**config.mk**
```make
export PLATFORM = sky130hd
export DESIGN_NAME = sfwm_top
export DESIGN_NICKNAME = d
export VERILOG_FILES = /design/src/sfwm_pkg.sv /design/src/sfwm_top.sv
export SDC_FILE = /design/constraint.sdc
export NUM_CORES = 2
export LEC_CHECK = 0
export ABC_CLOCK_PERIOD_IN_PS = 5870
export BUFFER_PORTS_ARGS = -buffer_cell sky130_fd_sc_hd__buf_2
export CORE_MARGIN = 10
export CORE_UTILIZATION = 45
export CTS_BUF_LIST = sky130_fd_sc_hd__clkbuf_8 sky130_fd_sc_hd__clkbuf_16
export CTS_CLUSTER_DIAMETER = 40
export DETAILED_ROUTE_END_ITERATION = 7
export PLACE_DENSITY_LB_ADDON = 0.15
export SLEW_MARGIN = 0
export SYNTH_ARGS = -nofsm -noshare
export SYNTH_HDL_FRONTEND = slang
export SYNTH_SLANG_ARGS = --single-unit
```
**constraint.sdc**
```tcl
create_clock -name clk -period 5.87 [get_ports clk]
set_input_delay 0.587 -clock clk [delete_from_list [all_inputs] [get_ports clk]]
set_output_delay 0.587 -clock clk [all_outputs]
set_load 0.02 [all_outputs]
```
**src/sfwm_pkg.sv**
```systemverilog
package sfwm_pkg;

  // Register map
  localparam logic [7:0] ADDR_DR_STATUS = 8'h00;
  localparam logic [7:0] ADDR_OUT_FIRST = 8'h01;
  localparam logic [7:0] ADDR_OUT_LAST = 8'h05;
  localparam logic [7:0] ADDR_BUF_STATUS = 8'h0d;
  localparam logic [7:0] ADDR_BUF_READ = 8'h0e;
  localparam logic [7:0] ADDR_BUF_SETUP = 8'h0f;

  // Setup and status field layout
  localparam int MODE_LSB = 6;
  localparam int MODE_W = 2;
  localparam int MARK_W = 6;
  localparam int COUNT_W = 6;
  localparam logic [7:0] SETUP_RESET = 8'h00;
  localparam logic [7:0] BYTE_ZERO = 8'h00;

  // Overflow policy codes
  localparam logic [1:0] MODE_OFF = 2'h0;
  localparam logic [1:0] MODE_CIRC = 2'h1;
  localparam logic [1:0] MODE_STOP = 2'h2;
  localparam logic [1:0] MODE_UNUSED = 2'h3;

  // Sample record
  localparam int BYTE_W = 8;
  localparam int SAMPLE_W = 40;
  localparam int SAMPLE_DEPTH = 32;
  localparam logic [2:0] LAST_BYTE_IDX = 3'h4;

  // Serial link
  localparam logic [3:0] BITS_PER_BYTE = 4'h8;
  // Arbitrary bus address, not taken from any real part
  localparam logic [6:0] DEV_ADDR_DEFAULT = 7'h2a;

  typedef enum logic [6:0] {
    SFWM_IDLE = 7'h01,
    SFWM_ADDR = 7'h02,
    SFWM_ADDR_ACK = 7'h04,
    SFWM_WRITE = 7'h08,
    SFWM_WACK = 7'h10,
    SFWM_READ = 7'h20,
    SFWM_RACK = 7'h40
  } sfwm_state_t;

endpackage

```
**src/sfwm_top.sv**
```systemverilog
// Function
// - Six-bit count of stored samples; zero means empty and is reset value.
// - Status flags follow their cause; status read clears buffer event bit.
// - Overflow flag stays set while the buffer remains overflowed.
// - Level-mark flag shows when count exceeds the threshold.
// - Count equal to threshold raises level-mark flag and event.
// - At most 32 five-byte samples, read pressure high/mid/low, temperature high/low.
// - When enabled, read port also served at output address 01h.
// - When enabled, output addresses 02h to 05h read as 00h.
// - New samples keep being stored during host read transactions.
// - Each read byte is oldest data; a sample is removed after its fifth byte, count drops per sample.
// - Count above threshold does not block new samples.
// - Samples are stored at the acquisition rate tick.
// - Policy 00 disabled at reset, 11 unused, 01 circular overwrite oldest.
// - Policy 10 stops storing once overflowed.
// - Flush on disable and on standby to active transition.
// - Writing disabled code clears overflow, level-mark flag and count.
// - Overflow flag asserts when count reaches 32.
// - Threshold zero suppresses the level-mark flag; zero at reset.
// - Setup register accepts writes in active mode.
// - Event bit set by overflow or count equal to threshold.
// - Direct change between circular and stop codes is not taken.
// - Disabled buffer: 00h to 05h auto-increment status then outputs.
`timescale 1ns/1ps

module sfwm_fifo #(
  parameter int WIDTH = 8,
  parameter int DEPTH = 16
) (
  input logic clk,
  input logic arst_n,
  input logic flush,
  input logic in_valid,
  output logic in_ready,
  input logic [WIDTH-1:0] in_data,
  output logic out_valid,
  input logic out_ready,
  output logic [WIDTH-1:0] out_data,
  output logic [$clog2(DEPTH+1)-1:0] level
);
  localparam int AW = (DEPTH > 1) ? $clog2(DEPTH) : 1;
  localparam int LW = $clog2(DEPTH + 1);

  generate
    if (DEPTH < 2 || WIDTH < 1) begin : g_bad
      $error("sfwm_fifo needs DEPTH of two or more and WIDTH of one or more");
    end
  endgenerate

  typedef struct packed {
    logic [DEPTH-1:0][WIDTH-1:0] mem;
    logic [AW-1:0] wp;
    logic [AW-1:0] rp;
    logic [LW-1:0] lvl;
  } sfwm_fifo_state_t;

  sfwm_fifo_state_t q;
  sfwm_fifo_state_t d;
  logic push;
  logic pop;

  // Full still accepts when the head leaves in the same cycle
  assign in_ready = (q.lvl != LW'(DEPTH)) || out_ready;
  assign out_valid = (q.lvl != '0);
  assign out_data = q.mem[q.rp];
  assign level = q.lvl;
  assign push = in_valid && in_ready;
  assign pop = out_ready && out_valid;

  always_comb begin
    d = q;
    if (push) begin
      d.mem[q.wp] = in_data;
      d.wp = (q.wp == AW'(DEPTH - 1)) ? '0 : q.wp + 1'b1;
    end
    if (pop) begin
      d.rp = (q.rp == AW'(DEPTH - 1)) ? '0 : q.rp + 1'b1;
    end
    if (push && !pop) begin
      d.lvl = q.lvl + 1'b1;
    end else if (pop && !push) begin
      d.lvl = q.lvl - 1'b1;
    end
    // Contents are left stale; only the pointers and level matter
    if (flush) begin
      d.wp = '0;
      d.rp = '0;
      d.lvl = '0;
    end
  end

  always_ff @(posedge clk or negedge arst_n) begin
    if (!arst_n) begin
      q <= '0;
    end else begin
      q <= d;
    end
  end
endmodule

module sfwm_top #(
  parameter int SAMPLE_DEPTH = sfwm_pkg::SAMPLE_DEPTH,
  parameter logic [6:0] DEV_ADDR = sfwm_pkg::DEV_ADDR_DEFAULT
) (
  input logic clk,
  input logic arst_n,
  input logic scl_pin,
  input logic sda_pin,
  output logic sda_level,
  output logic sda_oe,
  input logic sample_valid,
  output logic sample_ready,
  input logic [sfwm_pkg::SAMPLE_W-1:0] sample_data,
  input logic [7:0] live_status,
  input logic [sfwm_pkg::SAMPLE_W-1:0] live_data,
  input logic active_mode,
  output logic buffer_event_pending,
  output logic [sfwm_pkg::COUNT_W-1:0] stored_sample_count
);
  localparam int COUNT_W = sfwm_pkg::COUNT_W;
  localparam int SW = sfwm_pkg::SAMPLE_W;
  localparam int BW = sfwm_pkg::BYTE_W;
  localparam int LW = $clog2(SAMPLE_DEPTH + 1);
  localparam logic [COUNT_W-1:0] FULL_COUNT = COUNT_W'(SAMPLE_DEPTH);

  generate
    if (SAMPLE_DEPTH < 2 || LW > COUNT_W) begin : g_bad
      $error("sfwm_top SAMPLE_DEPTH must fit the six-bit count field");
    end
  endgenerate

  typedef struct packed {
    sfwm_pkg::sfwm_state_t st;
    logic scl_m;
    logic scl_s;
    logic scl_p;
    logic sda_m;
    logic sda_s;
    logic sda_p;
    logic [3:0] bits;
    logic [7:0] shift;
    logic rw;
    logic first;
    logic nack;
    logic oe;
    logic [7:0] ptr;
    logic [7:0] setup;
    logic [2:0] bidx;
    logic ovf;
    logic pend;
    logic cond_p;
    logic act_p;
  } sfwm_top_state_t;

  sfwm_top_state_t q;
  sfwm_top_state_t d;

  logic scl_rise;
  logic scl_fall;
  logic start_cond;
  logic stop_cond;
  logic [1:0] mode;
  logic [1:0] new_mode;
  logic [5:0] mark;
  logic enabled;
  logic flush;
  logic [COUNT_W-1:0] count;
  logic [LW-1:0] fifo_level;
  logic [SW-1:0] head;
  logic head_valid;
  logic fifo_in_ready;
  logic push_req;
  logic host_pop;
  logic ovw_pop;
  logic port_hit;
  logic ld;
  logic wr;
  logic mark_flag;
  logic mark_hit;
  logic cond;
  logic ev_set;
  logic [7:0] rdata;
  logic [7:0] status_byte;
  logic [7:0] ptr_next;
  logic [7:0] head_byte;
  logic [7:0] live_byte;

  assign scl_rise = q.scl_s && !q.scl_p;
  assign scl_fall = !q.scl_s && q.scl_p;
  assign start_cond = q.scl_s && q.scl_p && !q.sda_s && q.sda_p;
  assign stop_cond = q.scl_s && q.scl_p && q.sda_s && !q.sda_p;

  assign mode = q.setup[sfwm_pkg::MODE_LSB +: sfwm_pkg::MODE_W];
  assign new_mode = q.shift[sfwm_pkg::MODE_LSB +: sfwm_pkg::MODE_W];
  assign mark = q.setup[sfwm_pkg::MARK_W-1:0];
  assign enabled = (mode != sfwm_pkg::MODE_OFF);
  assign flush = !enabled || (active_mode && !q.act_p);
  assign count = COUNT_W'(fifo_level);

  assign push_req = sample_valid && enabled && !flush;
  assign ovw_pop = push_req && (mode == sfwm_pkg::MODE_CIRC) && (count == FULL_COUNT)
                   && !host_pop;
  assign port_hit = enabled && (q.ptr == sfwm_pkg::ADDR_OUT_FIRST
                    || q.ptr == sfwm_pkg::ADDR_BUF_READ);
  assign host_pop = ld && port_hit && head_valid && (q.bidx == sfwm_pkg::LAST_BYTE_IDX);
  assign sample_ready = fifo_in_ready;

  assign mark_flag = (mark != '0) && (count >= mark);
  assign mark_hit = (mark != '0) && (count == mark);
  assign status_byte = {q.ovf, mark_flag, count};
  assign cond = q.ovf || mark_hit;
  assign ev_set = cond && !q.cond_p;

  // pressure high first, temperature low last
  assign head_byte = head[(sfwm_pkg::LAST_BYTE_IDX - q.bidx) * BW +: BW];
  assign live_byte = live_data[3'(sfwm_pkg::ADDR_OUT_LAST - q.ptr) * BW +: BW];

  always_comb begin
    rdata = sfwm_pkg::BYTE_ZERO;
    if (q.ptr == sfwm_pkg::ADDR_BUF_STATUS) begin
      rdata = status_byte;
    end else if (q.ptr == sfwm_pkg::ADDR_BUF_SETUP) begin
      rdata = q.setup;
    end else if (port_hit) begin
      rdata = head_valid ? head_byte : sfwm_pkg::BYTE_ZERO;
    end else if (q.ptr == sfwm_pkg::ADDR_DR_STATUS) begin
      rdata = live_status;
    end else if (!enabled && q.ptr >= sfwm_pkg::ADDR_OUT_FIRST
                 && q.ptr <= sfwm_pkg::ADDR_OUT_LAST) begin
      rdata = live_byte;
    end
  end

  always_comb begin
    ptr_next = q.ptr + 8'h01;
    // burst stays on the read port
    if (port_hit) begin
      ptr_next = q.ptr;
    end else if (!enabled && q.ptr == sfwm_pkg::ADDR_OUT_LAST) begin
      ptr_next = sfwm_pkg::ADDR_DR_STATUS;
    end
  end

  always_comb begin
    d = q;
    ld = 1'b0;
    wr = 1'b0;
    d.scl_m = scl_pin;
    d.scl_s = q.scl_m;
    d.scl_p = q.scl_s;
    d.sda_m = sda_pin;
    d.sda_s = q.sda_m;
    d.sda_p = q.sda_s;
    d.act_p = active_mode;
    if (start_cond) begin
      d.st = sfwm_pkg::SFWM_ADDR;
      d.bits = '0;
      d.oe = 1'b0;
    end else if (stop_cond) begin
      d.st = sfwm_pkg::SFWM_IDLE;
      d.oe = 1'b0;
    end else begin
      unique case (q.st)
        sfwm_pkg::SFWM_IDLE: begin
          d.oe = 1'b0;
        end
        sfwm_pkg::SFWM_ADDR, sfwm_pkg::SFWM_WRITE: begin
          if (scl_rise) begin
            d.shift = {q.shift[6:0], q.sda_s};
            d.bits = q.bits + 4'h1;
          end else if (scl_fall && q.bits == sfwm_pkg::BITS_PER_BYTE) begin
            if (q.st == sfwm_pkg::SFWM_WRITE) begin
              d.st = sfwm_pkg::SFWM_WACK;
              d.oe = 1'b1;
              d.first = 1'b0;
              if (q.first) begin
                d.ptr = q.shift;
              end else begin
                wr = 1'b1;
                d.ptr = ptr_next;
              end
            end else if (q.shift[7:1] == DEV_ADDR) begin
              d.st = sfwm_pkg::SFWM_ADDR_ACK;
              d.rw = q.shift[0];
              d.oe = 1'b1;
            end else begin
              d.st = sfwm_pkg::SFWM_IDLE;
            end
          end
        end
        sfwm_pkg::SFWM_ADDR_ACK: begin
          if (scl_fall) begin
            d.bits = '0;
            if (q.rw) begin
              ld = 1'b1;
              d.st = sfwm_pkg::SFWM_READ;
              d.shift = rdata;
              d.oe = !rdata[7];
            end else begin
              d.st = sfwm_pkg::SFWM_WRITE;
              d.first = 1'b1;
              d.oe = 1'b0;
            end
          end
        end
        sfwm_pkg::SFWM_WACK: begin
          if (scl_fall) begin
            d.st = sfwm_pkg::SFWM_WRITE;
            d.bits = '0;
            d.oe = 1'b0;
          end
        end
        sfwm_pkg::SFWM_READ: begin
          if (scl_rise) begin
            d.bits = q.bits + 4'h1;
          end else if (scl_fall) begin
            if (q.bits == sfwm_pkg::BITS_PER_BYTE) begin
              d.st = sfwm_pkg::SFWM_RACK;
              d.oe = 1'b0;
            end else begin
              d.shift = {q.shift[6:0], 1'b0};
              d.oe = !q.shift[6];
            end
          end
        end
        sfwm_pkg::SFWM_RACK: begin
          if (scl_rise) begin
            d.nack = q.sda_s;
          end else if (scl_fall) begin
            if (q.nack) begin
              d.st = sfwm_pkg::SFWM_IDLE;
            end else begin
              ld = 1'b1;
              d.st = sfwm_pkg::SFWM_READ;
              d.bits = '0;
              d.shift = rdata;
              d.oe = !rdata[7];
            end
          end
        end
        default: begin
          d.st = sfwm_pkg::SFWM_IDLE;
          d.oe = 1'b0;
        end
      endcase
    end
    if (ld) begin
      d.ptr = ptr_next;
      if (port_hit && head_valid) begin
        d.bidx = (q.bidx == sfwm_pkg::LAST_BYTE_IDX) ? 3'h0 : q.bidx + 3'h1;
      end
    end
    if (wr && q.ptr == sfwm_pkg::ADDR_BUF_SETUP) begin
      d.setup[sfwm_pkg::MARK_W-1:0] = q.shift[sfwm_pkg::MARK_W-1:0];
      if (new_mode != sfwm_pkg::MODE_UNUSED
          && (mode == sfwm_pkg::MODE_OFF || new_mode == sfwm_pkg::MODE_OFF)) begin
        d.setup[sfwm_pkg::MODE_LSB +: sfwm_pkg::MODE_W] = new_mode;
      end
    end
    // Overwritten head takes any partly read record with it
    if (ovw_pop || flush) begin
      d.bidx = 3'h0;
    end
    d.ovf = !flush && (count == FULL_COUNT);
    d.cond_p = cond;
    d.pend = ev_set || (q.pend && !(ld && q.ptr == sfwm_pkg::ADDR_BUF_STATUS));
  end

  always_ff @(posedge clk or negedge arst_n) begin
    if (!arst_n) begin
      q <= '0;
      q.st <= sfwm_pkg::SFWM_IDLE;
      q.scl_m <= 1'b1;
      q.scl_s <= 1'b1;
      q.scl_p <= 1'b1;
      q.sda_m <= 1'b1;
      q.sda_s <= 1'b1;
      q.sda_p <= 1'b1;
      q.setup <= sfwm_pkg::SETUP_RESET;
    end else begin
      q <= d;
    end
  end

  sfwm_fifo #(
    .WIDTH(SW),
    .DEPTH(SAMPLE_DEPTH)
  ) u_store (
    .clk(clk),
    .arst_n(arst_n),
    .flush(flush),
    .in_valid(push_req),
    .in_ready(fifo_in_ready),
    .in_data(sample_data),
    .out_valid(head_valid),
    .out_ready(host_pop || ovw_pop),
    .out_data(head),
    .level(fifo_level)
  );

  assign sda_level = 1'b0;
  assign sda_oe = q.oe;
  assign buffer_event_pending = q.pend;
  assign stored_sample_count = count;
endmodule

```
---- Word level (Yosys, flattened, before mapping) ----
Index checks and enable logic that the tools add are counted.
storage, ports and cells
  register bits ........................... 1,348
  bits of input ports ..................... 94
cells by class
  add/subtract/negate cells ............... 9
  magnitude comparators ................... 6
  eq/ne operators ......................... 58
  shifts and indexed selects .............. 2
  multiplexer cells ....................... 103
  bitwise gates (word level) .............. 4
  reductions and logical operators ........ 85
operators by type and width
  kind                count
  $bwmux 1280         1
  $bmux 40 s5         1
  $demux 40 s5        1
  $mux 8              18
  $mux 7              12
  $mux 40             2
  $mux 12             5
  $pmux 7 s6          1
  $ne 4x4->1 const B  10
  $shiftx 40x33->8    1
  $shiftx 40x7->8     1
  $logic_and 1x1->1   35
  $mux 1              35
  $pmux 8 s4          1
  $ne 2x2->1 const B  15
  $eq 8x4->1 const B  3
  $mux 6              4
  $ne 3x3->1 const B  8
  $mux 5              4
  $pmux 4 s5          1
  $reduce_and 10->1   2
  $mux 9              2
  $reduce_bool 2->1   9
  $reduce_bool 6->1   3
  53 further kinds    92

---- Logic depth before layout (Yosys ltp) ----
  word-level depth ........................ 20
  gate-level depth with buffers ........... 18
  mapped depth without buffers ............ 16

---- Hierarchy ----
A second synthesis with hierarchy kept.
unflattened totals
  cell total of the unflattened synthesis .. 4,021
  area, all modules ....................... 65,753.1 um^2
modules (own cells, without submodules)
  module     times used  cells an instance  area each (um^2)  sequential area each (um^2)
  sfwm_fifo  1           3,514              61,519.0          32,431.1
  sfwm_top   1           507                4,234.1           1,310.0

---- Worst setup path before layout ----
No wires, ideal clock.
  kind .................................... reg-to-reg
  start ................................... reg q[16] (netlist bit)
  end ..................................... reg u_store.q (netlist bit u_store.level[5])
  setup time .............................. 0.136 ns
  data arrival time ....................... 4.124 ns
  required time ........................... 5.734 ns
  setup slack ............................. 1.610 ns
  stages on the path, launching flop included .. 19
  clock period less this slack ............ 4.260 ns
  cell sequence ........................... dfrtp_1 > clkbuf_1 > inv_1 > ha_1 > nor3b_1 > o221ai_1 > a2111o_1 > o21ai_4 > and2_1 > clkbuf_1 > nand2_1 > ha_1 > a21oi_1 > a21boi_0 > o21ai_0 > nand2_1 > and3_1 > nor3_1 > a211oi_1
on the way
  cells in the longest elaborated chain, start to end .. 14
ends and longest elaborated chain
  item                                                         RTL line                          source
  start, declared                                              sfwm_top.sv:155                   sfwm_top_state_t q;
  $eq 8x1->1 / $eq 8x4->1 (equally long branches)              sfwm_top.sv:203, sfwm_top.sv:204
  $logic_or 1x1->1 (*)                                         sfwm_top.sv:204                   || q.ptr == sfwm_pkg::ADDR_BUF_READ);
  $logic_and 1x1->1 (*)                                        sfwm_top.sv:203                   assign port_hit = enabled && (q.ptr == sfwm_pkg::ADDR_OUT_FIRST
  $logic_and 1x1->1 (*) (3 in series)                          sfwm_top.sv:205                   assign host_pop = ld && port_hit && head_valid && (q.bidx == sfwm_pkg::LAST_BYTE_IDX);
  $logic_not 1->1                                              sfwm_top.sv:202                   && !host_pop;
  $logic_and 1x1->1                                            sfwm_top.sv:202
  $logic_or 1x1->1 (*)                                         sfwm_top.sv:396                   .out_ready(host_pop || ovw_pop),
  $logic_or 1x1->1 (*)                                         sfwm_top.sv:63                    assign in_ready = (q.lvl != LW'(DEPTH)) || out_ready;
  via sample_ready                                             sfwm_top.sv:112                   output logic sample_ready,
  $logic_and 1x1->1 (*)                                        sfwm_top.sv:67                    assign push = in_valid && in_ready;
  $logic_and 1x1->1 / $logic_not 1->1 (equally long branches)  sfwm_top.sv:79, sfwm_top.sv:81
  $mux 6 / $logic_and 1x1->1 (equally long branches)           sfwm_top.sv:79, sfwm_top.sv:81
  $mux 16 / $reduce_bool 3->1 (equally long branches)          -
  end signal, assigned                                         sfwm_top.sv:94                    q <= '0;
  end signal, assigned                                         sfwm_top.sv:96                    q <= d;
  end, declared                                                sfwm_top.sv:57                    sfwm_fifo_state_t q;
The timed path passes the listed nets; every way through them passes the cells marked *.
A chain may end at the register's enable or synchronous reset.

---- Worst setup path in the final report ----
  start ................................... reg q[15] (netlist bit)
  end ..................................... reg u_store.q (netlist bit u_store.level[5])
on the way
  cells in the longest elaborated chain, start to end .. 14
ends and longest elaborated chain
  item                                                          RTL line
  $eq 8x1->1 / $eq 8x4->1 (equally long branches)               sfwm_top.sv:203, sfwm_top.sv:204
  $logic_or 1x1->1 (*)                                          sfwm_top.sv:204
  $logic_and 1x1->1 (*)                                         sfwm_top.sv:203
  $logic_and 1x1->1 (*) (3 in series)                           sfwm_top.sv:205
  $logic_not 1->1                                               sfwm_top.sv:202
  $logic_and 1x1->1                                             sfwm_top.sv:202
  $logic_or 1x1->1 (*)                                          sfwm_top.sv:396
  $logic_or 1x1->1 / $logic_and 1x1->1 (equally long branches)  sfwm_top.sv:63, sfwm_top.sv:68
  $logic_and 1x1->1 / $logic_not 1->1 (equally long branches)   sfwm_top.sv:67, sfwm_top.sv:79
  $logic_and 1x1->1 / $logic_not 1->1 (equally long branches)   sfwm_top.sv:79, sfwm_top.sv:81
  $mux 6 / $logic_and 1x1->1 (equally long branches)            sfwm_top.sv:79, sfwm_top.sv:81
  $mux 16 / $reduce_bool 3->1 (equally long branches)           -
Every way passes the cells marked *; elsewhere a longest branch is shown, timed or not.

==> metrics.txt <==
I/O pin cnt roughly 100; Clock Sinks 1348; Worst Tran Pin Value ~1200 ps; share of post-route cells with drive strength above 1 a little under half; syn_area_per_cell roughly 15 um^2; Routed WL per cell 28.49 um; met2 GRT Util between 30% and 40%; Hold Path Class in2reg; Final Setup Violations 0; crit share post-route between 80% and 90%; worst vdd ir around 0.24 mV; switching pwr between 5 and 6 mW; DRT iter0 DRCs 2880; Int Power 17.34 mW; grt ovf 0; Leak 34.05 nW; status finished, final reports clean; post-route ant nets 0; CP peak stage delay approximately 750 ps; Crit. Startpoint q[15]$_DFFE_PN0P_; FF+latch count, synth around 1300; met1 GRT Util between 30% and 40%; NumNets Final 4428; CP max-delay cell dfrtp_1; FF-to-FF End u_store.level[5]$_DFFE_PN0P_; Worst R2R Start q[15]$_DFFE_PN0P_; Post-Layout Cell Count 6358; post-DP HPWL roughly 110000 um; first-pass GRT wire length 272500 um; Post-Synthesis Cells around 4300; Reg power frac about two fifths; depth of the CTS H-tree 4; slew margin rel. about a fifth; core footprint around 140000 um^2; starting density of the core 45.33%; met3 usage about 4.2%; DRC Markers 0; dominant synthesized flop cell dfrtp_1; sink of the worst hold path u_store.level[5]$_DFFE_PN0P_; clock root cell clkbuf_16; max cap viols 0; Top Usage Layer GRT met2; Post-synth EDFFs 0; Clk pwr share ~56%; Final Power 22.48 mW; combinational share of power ~2.6%; Cell variety after synth slightly above 80; sequential share of the synthesized area a little over half; post_cts resized 0; Worst Hold Path Cells 4; setup TNS 0 ps; Worst Path Buf+Inv 2; drt first pass iters 5; Final Hold Viols 0; Final Wtd Congestion roughly 0.84; pin count of the biggest net entering global routing ~160; gr usage total between 20% and 30%; Post-CTS Setup Inserts 0; Num CTS Buffers 203; routed vias/inst between 6 and 7; initial antenna violation count 11; cell row count ~140; full die area around 160000 um^2; area grow syn2layout 15.36%; CP Capture Type register; PD cells 308.1 nW/um^2; Slew Viols, Final 0; CTS tree yes; critical-path cell list inv_1 -> ha_1 -> and3_1 -> o221ai_1 -> a2111oi_0 -> buf_4 -> a21oi_1 -> nand2_1 -> ha_1 -> a21oi_1 -> a21boi_0 -> o21ai_0 -> nand2_1 -> and3_1 -> nor3_1 -> a211oi_1; switch share ~23%; fin util between 50% and 60%; clock latency at the later pin of the worst-skew pair slightly above 800 ps; post-place instance area around 66000 um^2; Syn Nets roughly 4400; Tmin final 5044 ps; Setup CP Type reg2reg; synth warn 0; RSZ-0062 raised after global routing no; r2r setup slk ~830 ps; hold path startpoint sample_valid; Worst Path Required 6540 ps; Worst-path clk slew 50 ps; Data arrival, critical path 5710 ps; Critical Path Fanout Max 14; vias in the first global route 39744; Largest delay share family, worst path compound AO/OA/AOI/OAI gates; Max Clock Freq between 150 and 200 MHz; Async SR Flop Fraction 100.0%; Placed Cells between 5000 and 6000; Total Wirelength 181200 um; die width a little under 400 um; Post-Synthesis Cell Area 63240 um^2; R2R cell count 16; Final Cell Area 72960 um^2; CTS Buffer Depth 3; crit path launch type register; die height a little under 400 um; Final Skew 34.70 ps; via count ~38000; port buffer count 102
flip-flops by register name (all words and copies together) (netlist names):
| register | flops |
|---|---|
| q | 36 |
| buffer_event_pending | 1 |
| sda_oe | 1 |
| u_store.level | 6 |
| u_store.q | 1290 |
| mark | 6 |
| d | 4 |
| new_mode | 2 |
| mode | 2 |
layout by cell type (no fill, tap or decap), drive strengths merged, types with 36 or more instances in the layout:
cell type     n
o21ai        58
mux2i       141
clkbuf      242
mux4        297
a22oi        36
a21oi        67
clkinv       59
buf         220
nand3        40
nor2        104
o221ai       41
inv          82
nor3         37
nand2        82
dfrtp      1341
mux2       1291
kinds of logic after synthesis:
family,count (synthesis),synth area share [%]
DFF,1348,53.35
and+or+nand+nor,368,2.985
adders and majority gates,30,0.6054
buffers and inverters,444,3.302
other,1,0.005929
xor gates and xnor gates,8,0.1108
AOI/OAI and AO/OA,352,3.844
muxes,1729,35.80
metrics by stage:
stage	worst slack (ps)	hold slack, ps
floorplan	1610	291.4
global placement	882.4	347.8
detailed placement	884.0	350.3
CTS	837.7	162.1
global route	331.3	234.7
finish	825.7	218.7
synthesized netlist by cell type, types with 7 or more instances:
master	number	share of area [%]
and3_1	10	0.099
nor4_1	11	0.11
inv_1	36	0.21
buf_4	76	0.90
nor2b_1	15	0.15
a2111oi_0	8	0.11
o221ai_1	41	0.57
nor2_2	11	0.11
nand2b_1	9	0.089
o22ai_1	29	0.29
a21o_1	7	0.083
mux2_1	219	3.9
o31ai_1	7	0.083
o21ai_0	56	0.44
buf_2	109	0.86
nand2_1	82	0.49
a211oi_1	13	0.15
nor3_1	37	0.29
mux4_2	297	11
clkbuf_1	202	1.2
a21oi_1	67	0.53
mux2_2	1072	19
a22oi_1	36	0.43
mux2i_1	141	2.2
nand3b_1	7	0.083
a22o_1	8	0.11
nand3_1	36	0.28
a31oi_1	15	0.15
buf_1	18	0.11
ha_1	29	0.57
nand4_1	17	0.17
o211ai_1	9	0.11
dfrtp_1	1341	53
dfstp_2	7	0.29
nor2_1	93	0.55
worst max path at each step:
stage                                               to  slack (ps)  depth (start not counted)
after floorplan           u_store.level[5]$_DFFE_PN0P_        1610                         18
after global routing      u_store.level[5]$_DFFE_PN0P_         330                         16
final                     u_store.level[5]$_DFFE_PN0P_         830                         16
after detailed placement  u_store.level[5]$_DFFE_PN0P_         880                         16
after CTS                 u_store.level[5]$_DFFE_PN0P_         840                         16
after global placement    u_store.level[5]$_DFFE_PN0P_         880                         16
routing by layer:
layer | routed length [um] | up-vias | share of wire [%]
met2 | 84970 | 1033 | 47
met3 | 9306 | 295 | 5.1
met4 | 4593 | 8 | 2.5
met1 | 82230 | 20888 | 45
li1 | - | 16095 | -
met5 | 53 | - | 0.029
area by class of cell:
cell class	instances	area [um^2]
repair buffers	224	1902
multi-input cells	2488	27640
clock buffers	242	5650
inverters	39	148.9
diodes	1	2.502
clock inverters	140	1514
flip-flops and latches	1348	33760
well taps	1876	2347
fillers	11809	66570
power by group through the flow:
stage	clock [mW]	sequential (mW)	combinational, mW
floorplan	0	9.54	0.240
global placement	0	9.57	0.586
detailed placement	0	9.57	0.583
CTS	12.7	9.41	0.589
global route	13.1	9.41	0.657
finish	12.5	9.41	0.578
worst register-to-register path, stage by stage (launching register included):
cell	delay (ps)
dfrtp_1	750
inv_1	220
ha_1	250
and3_1	190
o221ai_1	590
a2111oi_0	160
buf_4	200
a21oi_1	710
nand2_1	350
ha_1	410
a21oi_1	160
a21boi_0	120
o21ai_0	240
nand2_1	110
and3_1	190
nor3_1	190
a211oi_1	70
repair_timing:
item / in CTS / in global routing
hold buffers: 4 / 0
hold endpoints to repair: 115 / 0
endpoints found under the setup margin: 0 / 0
(Power assumes the default switching activity.)
